`src/sysbus_ctl_defines.vh`:
```
// Register offsets, field positions, reset values and timing counts for the bus control block
`ifndef SYSBUS_CTL_DEFINES_VH
`define SYSBUS_CTL_DEFINES_VH

`define REG_CTRL          8'h00
`define REG_STATUS        8'h04
`define REG_IRQ_STAT      8'h08
`define REG_IRQ_MASK      8'h0c
`define REG_BRKPT         8'h10
`define REG_STRAP         8'h14

`define CTRL_FAULT_MODE_LSB 0
`define CTRL_REINIT_REQ     2
`define CTRL_STALL_REQ      3
`define CTRL_ISSUE_REQ      4
`define CTRL_LOCKED         5
`define CTRL_RESET_VAL      32'h0000_0000

`define FAULT_MODE_OFF      2'h0
`define FAULT_MODE_INTERNAL_FAULT_N     2'h1
`define FAULT_MODE_REQ      2'h2
`define FAULT_MODE_ANY      2'h3

`define IRQ_REINIT_SEEN     0
`define IRQ_FAULT_SENT      1
`define IRQ_PRIO_SEEN       2
`define IRQ_STALL_SEEN      3
`define IRQ_WIDTH           4

`define STRAP_DRV_BIT       0
`define STRAP_OBS_BIT       1

`define FAULT_PULSE_CYC     2'h1
`define STALL_PHASE_LEN     2'h2

`endif

```
`src/sysbus_error_stall_priority.v`:
```
// Bus error, reinit, stall and priority control with AXI4-Lite registers
// How it works
// - Incoming bus fault is never observed
// - Fault drive mode: off, internal_fault_n, requester, any
// - Drive reinit on unreliable bus when enabled
// - Observed reinit resets bus machines, drops data
// - Reinit restores arbitration id, clears counts
// - Caches untouched by reinit
// - Unable to accept: assert stall signal
// - No new transaction while stall seen
// - Stall driven and sampled on phase edges
// - Priority request blocks unlocked new requests
// - Two-bit breakpoint status outputs
// - Two-bit breakpoint/perfmon status outputs
// - All pins driven and sampled on rising edge
// - Straps captured from address at reset release
//
// Register access over AXI4-Lite and the placing of the registers were decided locally.
`timescale 1ns/1ps
`default_nettype none
`include "sysbus_ctl_defines.vh"

module sysbus_error_stall_priority #(
    parameter ID_RESET = 2'h0
) (
    input  wire        clk_sys,
    input  wire        reset,
    input  wire [7:0]  s_axi_awaddr,
    input  wire        s_axi_awvalid,
    output wire        s_axi_awready,
    input  wire [31:0] s_axi_wdata,
    input  wire [3:0]  s_axi_wstrb,
    input  wire        s_axi_wvalid,
    output wire        s_axi_wready,
    output reg  [1:0]  s_axi_bresp,
    output reg         s_axi_bvalid,
    input  wire        s_axi_bready,
    input  wire [7:0]  s_axi_araddr,
    input  wire        s_axi_arvalid,
    output wire        s_axi_arready,
    output reg  [31:0] s_axi_rdata,
    output reg  [1:0]  s_axi_rresp,
    output reg         s_axi_rvalid,
    input  wire        s_axi_rready,
    input  wire [32:0] addr_strap_in,
    input  wire        bus_fault_n_in,
    output reg         bus_fault_n_out,
    output reg         bus_fault_n_oe,
    input  wire        bus_reinit_n_in,
    output reg         bus_reinit_n_out,
    output reg         bus_reinit_n_oe,
    input  wire        stall_next_req_n_in,
    output reg         stall_next_req_n_out,
    output reg         stall_next_req_n_oe,
    input  wire        priority_agent_req_n,
    output reg  [1:0]  brkpt_status_n,
    output reg  [1:0]  brkpt_perfmon_status_n,
    input  wire        internal_fault,
    input  wire        req_fault_seen,
    input  wire        any_fault_seen,
    input  wire        bus_unreliable,
    input  wire        rx_full,
    input  wire        issue_req,
    input  wire        issue_locked,
    output wire        issue_grant,
    output reg         internal_fault_n,
    input  wire [1:0]  brkpt_hit,
    input  wire [1:0]  perfmon_ovf,
    output reg  [1:0]  arb_id_r,
    output reg  [7:0]  inflight_cnt_r,
    output wire        irq
);

    reg                  reset_d_r;
    reg                  strap_drv_r;
    reg                  strap_obs_r;
    reg  [31:0]          ctrl_r;
    reg  [`IRQ_WIDTH-1:0] irq_stat_r;
    reg  [`IRQ_WIDTH-1:0] irq_mask_r;
    reg  [1:0]           phase_r;
    reg                  stall_seen_r;
    reg                  prio_seen_r;
    reg                  reinit_seen_r;
    reg                  aw_held_r;
    reg  [7:0]           aw_addr_r;
    reg                  w_held_r;
    reg  [31:0]          w_data_r;
    reg  [3:0]           w_strb_r;
    reg                  fault_evt;
    reg  [`IRQ_WIDTH-1:0] evt;
    wire [1:0]           fault_mode;
    wire                 wr_go;
    wire                 rd_go;
    wire                 reinit_obs;
    wire                 sample_edge;
    wire [31:0]          wmask;

    assign fault_mode = ctrl_r[`CTRL_FAULT_MODE_LSB+1:`CTRL_FAULT_MODE_LSB];
    // Phase 0 is the only drive/sample edge, so agents never toggle together
    assign sample_edge = (phase_r == 2'h0);
    assign reinit_obs = strap_obs_r && !bus_reinit_n_in;

    // Strap capture one edge after release; async reset only loads constants
    always @(posedge clk_sys or posedge reset) begin
        if (reset) begin
            reset_d_r   <= 1'b1;
            strap_drv_r <= 1'b0;
            strap_obs_r <= 1'b0;
        end else begin
            reset_d_r <= 1'b0;
            if (reset_d_r) begin
                strap_drv_r <= addr_strap_in[`STRAP_DRV_BIT];
                strap_obs_r <= addr_strap_in[`STRAP_OBS_BIT];
            end
        end
    end
    // Straps stay fixed until the next reset

    // Phase divider for stall signalling
    always @(posedge clk_sys or posedge reset) begin
        if (reset) begin
            phase_r <= 2'h0;
        end else if (reinit_obs || phase_r == `STALL_PHASE_LEN - 2'h1) begin
            phase_r <= 2'h0;
        end else begin
            phase_r <= phase_r + 2'h1;
        end
    end

    // Pin sampling on rising edge; bus fault input is deliberately unread
    always @(posedge clk_sys or posedge reset) begin
        if (reset) begin
            stall_seen_r  <= 1'b0;
            prio_seen_r   <= 1'b0;
            reinit_seen_r <= 1'b0;
        end else begin
            if (reinit_obs) begin
                stall_seen_r <= 1'b0;
            end else if (sample_edge) begin
                stall_seen_r <= !stall_next_req_n_in;
            end
            prio_seen_r   <= !priority_agent_req_n;
            reinit_seen_r <= reinit_obs;
        end
    end

    // Stalled or priority-owned bus blocks issue; locked sequences continue past priority only
    assign issue_grant = issue_req && !stall_seen_r && !reinit_obs
                         && (!prio_seen_r || issue_locked);

    // Arbitration id and in-flight count; caches are outside and untouched
    always @(posedge clk_sys or posedge reset) begin
        if (reset) begin
            arb_id_r       <= ID_RESET;
            inflight_cnt_r <= 8'h00;
        end else if (reinit_obs) begin
            arb_id_r       <= ID_RESET;
            inflight_cnt_r <= 8'h00;
        end else if (issue_grant) begin
            arb_id_r       <= arb_id_r + 2'h1;
            inflight_cnt_r <= inflight_cnt_r + 8'h01;
        end
    end

    always @* begin
        case (fault_mode)
            `FAULT_MODE_INTERNAL_FAULT_N: fault_evt = internal_fault;
            `FAULT_MODE_REQ:  fault_evt = req_fault_seen;
            `FAULT_MODE_ANY:  fault_evt = any_fault_seen;
            default:          fault_evt = 1'b0;
        endcase
    end

    // Pin drivers, all registered on the rising edge
    always @(posedge clk_sys or posedge reset) begin
        if (reset) begin
            bus_fault_n_out        <= 1'b1;
            bus_fault_n_oe         <= 1'b0;
            bus_reinit_n_out       <= 1'b1;
            bus_reinit_n_oe        <= 1'b0;
            stall_next_req_n_out   <= 1'b1;
            stall_next_req_n_oe    <= 1'b0;
            internal_fault_n       <= 1'b1;
            brkpt_status_n         <= 2'h3;
            brkpt_perfmon_status_n <= 2'h3;
        end else begin
            bus_fault_n_out  <= 1'b0;
            bus_fault_n_oe   <= fault_evt;
            internal_fault_n <= !internal_fault;
            bus_reinit_n_out <= 1'b0;
            bus_reinit_n_oe  <= strap_drv_r
                                && (bus_unreliable || ctrl_r[`CTRL_REINIT_REQ]);
            // Open drain: drive low or release, only on the phase edge
            if (sample_edge) begin
                stall_next_req_n_out <= 1'b0;
                stall_next_req_n_oe  <= rx_full || ctrl_r[`CTRL_STALL_REQ];
            end
            brkpt_status_n         <= ~brkpt_hit;
            brkpt_perfmon_status_n <= ~(brkpt_hit | perfmon_ovf);
        end
    end

    // Interrupt events
    always @* begin
        evt = {`IRQ_WIDTH{1'b0}};
        evt[`IRQ_REINIT_SEEN] = reinit_obs;
        evt[`IRQ_FAULT_SENT]  = fault_evt;
        evt[`IRQ_PRIO_SEEN]   = !priority_agent_req_n && !prio_seen_r;
        evt[`IRQ_STALL_SEEN]  = sample_edge && !stall_next_req_n_in && !stall_seen_r;
    end
    assign irq = |(irq_stat_r & irq_mask_r);

    // AXI4-Lite slave: address and data taken in either order
    assign s_axi_awready = !aw_held_r && !s_axi_bvalid;
    assign s_axi_wready  = !w_held_r && !s_axi_bvalid;
    assign s_axi_arready = !s_axi_rvalid;
    assign wr_go = aw_held_r && w_held_r && !s_axi_bvalid;
    assign rd_go = s_axi_arvalid && !s_axi_rvalid;
    assign wmask = {{8{w_strb_r[3]}}, {8{w_strb_r[2]}}, {8{w_strb_r[1]}}, {8{w_strb_r[0]}}};

    always @(posedge clk_sys or posedge reset) begin
        if (reset) begin
            aw_held_r    <= 1'b0;
            aw_addr_r    <= 8'h00;
            w_held_r     <= 1'b0;
            w_data_r     <= 32'h0000_0000;
            w_strb_r     <= 4'h0;
            s_axi_bvalid <= 1'b0;
            s_axi_bresp  <= 2'h0;
            ctrl_r       <= `CTRL_RESET_VAL;
            irq_mask_r   <= {`IRQ_WIDTH{1'b0}};
            irq_stat_r   <= {`IRQ_WIDTH{1'b0}};
        end else begin
            if (s_axi_awvalid && s_axi_awready) begin
                aw_held_r <= 1'b1;
                aw_addr_r <= s_axi_awaddr;
            end
            if (s_axi_wvalid && s_axi_wready) begin
                w_held_r <= 1'b1;
                w_data_r <= s_axi_wdata;
                w_strb_r <= s_axi_wstrb;
            end
            if (s_axi_bvalid && s_axi_bready) begin
                s_axi_bvalid <= 1'b0;
            end
            // Set wins over write-one-to-clear
            irq_stat_r <= irq_stat_r | evt;
            if (wr_go) begin
                aw_held_r    <= 1'b0;
                w_held_r     <= 1'b0;
                s_axi_bvalid <= 1'b1;
                s_axi_bresp  <= 2'h0;
                if (aw_addr_r[7:2] == `REG_CTRL >> 2) begin
                    ctrl_r <= (ctrl_r & ~wmask) | (w_data_r & wmask);
                end else if (aw_addr_r[7:2] == `REG_IRQ_STAT >> 2) begin
                    irq_stat_r <= (irq_stat_r & ~(w_data_r[`IRQ_WIDTH-1:0]
                                  & wmask[`IRQ_WIDTH-1:0])) | evt;
                end else if (aw_addr_r[7:2] == `REG_IRQ_MASK >> 2) begin
                    irq_mask_r <= (irq_mask_r & ~wmask[`IRQ_WIDTH-1:0])
                                  | (w_data_r[`IRQ_WIDTH-1:0] & wmask[`IRQ_WIDTH-1:0]);
                end else if (aw_addr_r[7:2] == `REG_STATUS >> 2
                             || aw_addr_r[7:2] == `REG_BRKPT >> 2
                             || aw_addr_r[7:2] == `REG_STRAP >> 2) begin
                    s_axi_bresp <= 2'h0;
                end else begin
                    s_axi_bresp <= 2'h2;
                end
            end
        end
    end

    // Read channel, one cycle answer
    always @(posedge clk_sys or posedge reset) begin
        if (reset) begin
            s_axi_rvalid <= 1'b0;
            s_axi_rdata  <= 32'h0000_0000;
            s_axi_rresp  <= 2'h0;
        end else if (rd_go) begin
            s_axi_rvalid <= 1'b1;
            s_axi_rresp  <= 2'h0;
            s_axi_rdata  <= 32'h0000_0000;
            if (s_axi_araddr[7:2] == `REG_CTRL >> 2) begin
                s_axi_rdata <= ctrl_r;
            end else if (s_axi_araddr[7:2] == `REG_STATUS >> 2) begin
                s_axi_rdata <= {14'h0000, arb_id_r, inflight_cnt_r, 4'h0,
                                reinit_seen_r, prio_seen_r, stall_seen_r, !issue_grant};
            end else if (s_axi_araddr[7:2] == `REG_IRQ_STAT >> 2) begin
                s_axi_rdata <= {28'h000_0000, irq_stat_r};
            end else if (s_axi_araddr[7:2] == `REG_IRQ_MASK >> 2) begin
                s_axi_rdata <= {28'h000_0000, irq_mask_r};
            end else if (s_axi_araddr[7:2] == `REG_BRKPT >> 2) begin
                s_axi_rdata <= {28'h000_0000, ~brkpt_perfmon_status_n, ~brkpt_status_n};
            end else if (s_axi_araddr[7:2] == `REG_STRAP >> 2) begin
                s_axi_rdata <= {30'h0000_0000, strap_obs_r, strap_drv_r};
            end else begin
                s_axi_rresp <= 2'h2;
            end
        end else if (s_axi_rready) begin
            s_axi_rvalid <= 1'b0;
        end
    end

endmodule // sysbus_error_stall_priority
`default_nettype wire

```
`config.mk`:
```
export PLATFORM = sky130hd
export DESIGN_NAME = sysbus_error_stall_priority
export DESIGN_NICKNAME = d
export VERILOG_FILES = /design/src/sysbus_error_stall_priority.v
export VERILOG_INCLUDE_DIRS = /design/src
export SDC_FILE = /design/constraint.sdc
export NUM_CORES = 1
export LEC_CHECK = 0
export BUFFER_PORTS_ARGS = -buffer_cell sky130_fd_sc_hd__buf_4
export CAP_MARGIN = 20
export CORE_ASPECT_RATIO = 0.6
export CORE_UTILIZATION = 52
export DETAILED_ROUTE_END_ITERATION = 12
export PLACE_DENSITY = 0.88
export SETUP_SLACK_MARGIN = 0.3
export SLEW_MARGIN = 10
export SYNTH_ARGS = -nofsm -noshare
export SYNTH_HDL_FRONTEND = slang
export SYNTH_SLANG_ARGS = --single-unit
```
`constraint.sdc`:
```
create_clock -name clk_sys -period 5.2 [get_ports clk_sys]
set_input_delay 0.78 -clock clk_sys [delete_from_list [all_inputs] [get_ports clk_sys]]
set_output_delay 0.78 -clock clk_sys [all_outputs]
set_load 0.03 [all_outputs]
```
==> impl_metrics.env <==
export IMPL_crit_top_cell="buf_4"
export IMPL_reg2reg_depth=5
export IMPL_required_ns=4.42
export IMPL_clockRootBuffer="clkbuf_16"
export IMPL_whs_endpoint="s_axi_rdata[22]"
export IMPL_fp_coreArea_sq_um=11300
export IMPL_ys_seq_area_frac=0.611
export IMPL_worst_slew_pin_slew_ns=1.05
export IMPL_peakVddDrop_mv=0.410
export IMPL_worstSetupPathType="in -> out"
export IMPL_area_growth_pct=29.6
export IMPL_clk_pin_slew_ns=0.06
export IMPL_clk_path_buf_depth=2
export IMPL_drive_gt1_frac=0.422
export IMPL_synth_avg_cell_area_sq_um=12.4
export IMPL_pre_cts_slack_ns=2.15
export IMPL_min_period_over_period=0.527
export IMPL_grt_max_degree=103
export IMPL_hp_class="reg -> reg"
export IMPL_grt_setup_unrepaired="false"
export IMPL_antenna_cells=0
export IMPL_clock_latency_ns=0.41
export IMPL_routed_wl_mm=14.1
export IMPL_finalSetupTns_ns=0
export IMPL_grt_remaining_overflow=0
export IMPL_slew_headroom=0.296
export IMPL_cp_startpoint="bus_reinit_n_in"
export IMPL_cts_resized=0
export IMPL_die_width_um=141
export IMPL_wire_per_inst_um=17.8
export IMPL_seq_area_sq_um=3690
export IMPL_async_reset_ff_frac=1.00
export IMPL_gp_congestion=0.869
export IMPL_crit_fanout=9
export IMPL_synthCells=486
export IMPL_vias=4292
export IMPL_netlist_area_sq_um=6040
export IMPL_min_period_ns=2.74
export IMPL_antenna_found_initial=0
export IMPL_rows=30
export IMPL_r2r_end="inflight_cnt_r[5]"
export IMPL_path_cells="buf_4, nand2b_1, nand3_1, inv_1, buf_4"
export IMPL_critPathSlowestCell="nand2b_1"
export IMPL_cts_setup_buffers=0
export IMPL_grt_pass1_vias=4575
export IMPL_clock_skew_ns=0.00995
export IMPL_setup_viol_count_final=0
export IMPL_cts_tree="built"
export IMPL_drtAntennaViolNets=0
export IMPL_dr_pass1_iters=5
export IMPL_hold_viol_final=0
export IMPL_fmax_mhz=365
export IMPL_multi_input_comb_area_sq_um=2210
export IMPL_drv_cap=0
export IMPL_die_h_um=85.5
export IMPL_p_leak_nw=3.85
export IMPL_status="complete, no violations"
export IMPL_fin_nets=730
export IMPL_initial_core_util=0.534
export IMPL_route_detailed_drc=0
export IMPL_num_io_pins=171
export IMPL_fill_cells=803
export IMPL_setup_ws_ns=2.46
export IMPL_rrSetupSlack_ns=2.85
export IMPL_hold_buffers=0
export IMPL_fin_cells=793
export IMPL_die_area_sq_um=12100
export IMPL_htree_num_levels=4
export IMPL_synth_warnings=0
export IMPL_synth_seq_cells=147
export IMPL_critPathLaunchType="input pin"
export IMPL_initialDrtViolationCount=256
export IMPL_ys_types=48
export IMPL_post_place_cells=760
export IMPL_routed_via_density=5.41
export IMPL_power_density_nw_per_um2=523
export IMPL_arrival_ns=1.96
export IMPL_cts_sinks=147
export IMPL_maxSlewViolCount=0
export IMPL_port_buffers=132
export IMPL_endpoint_kind="primary output"
export IMPL_numCtsBuffers=17
export IMPL_synth_ff_type="dfrtp_1"
export IMPL_place_hpwl_mm=9.78
export IMPL_grt_total_usage=0.250
export IMPL_min_from="s_axi_rdata[22]"
export IMPL_holdPathStages=2
export IMPL_max_stage_delay_ns=0.35
export IMPL_synth_edf_count=0
export IMPL_grt_pass1_wl_mm=23.0
export IMPL_reg2reg_from="strap_obs_r"
==> worst max-delay path, delay by kind of cell <==
| family | cells | cell delay (ns) |
|---|---|---|
| simple gates | 2 | 0.68 |
| buf+inv | 3 | 0.49 |
==> cells in the final DEF, fill, tap and decap left out, types with 3 or more instances in the layout <==
| cell | instances |
|---|---|
| conb_1 | 3 |
| o21ai_0 | 8 |
| nor2b_1 | 9 |
| a21o_1 | 3 |
| nand3_1 | 24 |
| nor2_1 | 42 |
| o2bb2ai_1 | 3 |
| a221oi_1 | 10 |
| nor4_1 | 3 |
| buf_4 | 136 |
| nand2b_1 | 7 |
| a211oi_1 | 4 |
| dfrtp_1 | 140 |
| ha_1 | 3 |
| nand4_1 | 3 |
| clkinv_2 | 3 |
| nand2_1 | 50 |
| nand2_4 | 3 |
| mux2i_1 | 6 |
| inv_1 | 11 |
| a21oi_1 | 10 |
| bufinv_16 | 5 |
| dfstp_2 | 7 |
| mux2_2 | 80 |
| clkbuf_16 | 17 |
==> how the worst max path moves through the flow <==
stage | to | slack, ns | cells past startpoint
after global routing | issue_grant | 2.37 | 5
final | issue_grant | 2.46 | 5
after global placement | s_axi_rdata[1] | 2.22 | 6
after floorplan | asynchronous set/reset pin | 0.48 | 1
after CTS | issue_grant | 2.51 | 5
after detailed placement | s_axi_rdata[1] | 2.15 | 6
==> synthesized netlist by cell type (3+ instances only) <==
cell | number | share of area
dfrtp_1 | 140 | 0.58
o21ai_0 | 8 | 0.0066
nand2_4 | 3 | 0.0056
o2bb2ai_1 | 3 | 0.0044
buf_2 | 8 | 0.0066
mux2_2 | 80 | 0.15
nor4_1 | 4 | 0.0041
buf_4 | 3 | 0.0037
clkbuf_1 | 12 | 0.0075
a211oi_1 | 4 | 0.0050
dfstp_2 | 7 | 0.030
a221oi_1 | 10 | 0.015
nand2b_1 | 7 | 0.0073
nor2b_1 | 10 | 0.010
mux2i_1 | 6 | 0.0099
inv_1 | 12 | 0.0075
nand4_1 | 3 | 0.0031
nand3_1 | 24 | 0.020
a21oi_1 | 10 | 0.0083
ha_1 | 3 | 0.0062
nor2_1 | 42 | 0.026
nand2_1 | 50 | 0.031
a21o_1 | 3 | 0.0037
==> area by class of cell <==
class / instances / area share
sequential: 147 / 0.471
multi-input combinational: 305 / 0.282
timing repair buffer: 137 / 0.131
clock buffer: 19 / 0.0566
clock inverter: 13 / 0.0264
tap: 160 / 0.0256
inverter: 12 / 0.00639
==> stage by stage <==
step           area, sq um  utilization  hold slack, ns  total power, mW
3_3_place_gp          7170        0.635           0.449             2.70
5_1_grt               7830        0.693           0.469             4.29
6_report              7830        0.693           0.467             4.09
4_1_cts               7820        0.692           0.473             4.12
2_1_floorplan         6040            -           0.440             2.42
3_5_place_dp          7170        0.635           0.460             2.77
==> metal layers <==
layer	share of wire	GRT usage
met5	0	0
met4	0.013	0.0623
met3	0.070	0.0767
met2	0.48	0.414
met1	0.43	0.325
==> power by group <==
part	leakage, nW	switching (mW)	internal (mW)
combinational	1.68	0.484	0.494
clock	0.313	0.471	0.865
sequential	1.85	0.269	1.51
total	3.85	1.22	2.87
==> kinds of logic after synthesis <==
| group | count (synthesis) | share of synthesized area |
|---|---|---|
| buf+inv | 36 | 0.0259 |
| fa+ha+maj | 3 | 0.00622 |
| other cells | 1 | 0.000621 |
| mux | 87 | 0.161 |
| xor+xnor | 4 | 0.00580 |
| compound gates | 49 | 0.0572 |
| flops | 147 | 0.611 |
| simple gates | 159 | 0.132 |
Power figures use the tool's default switching activity.
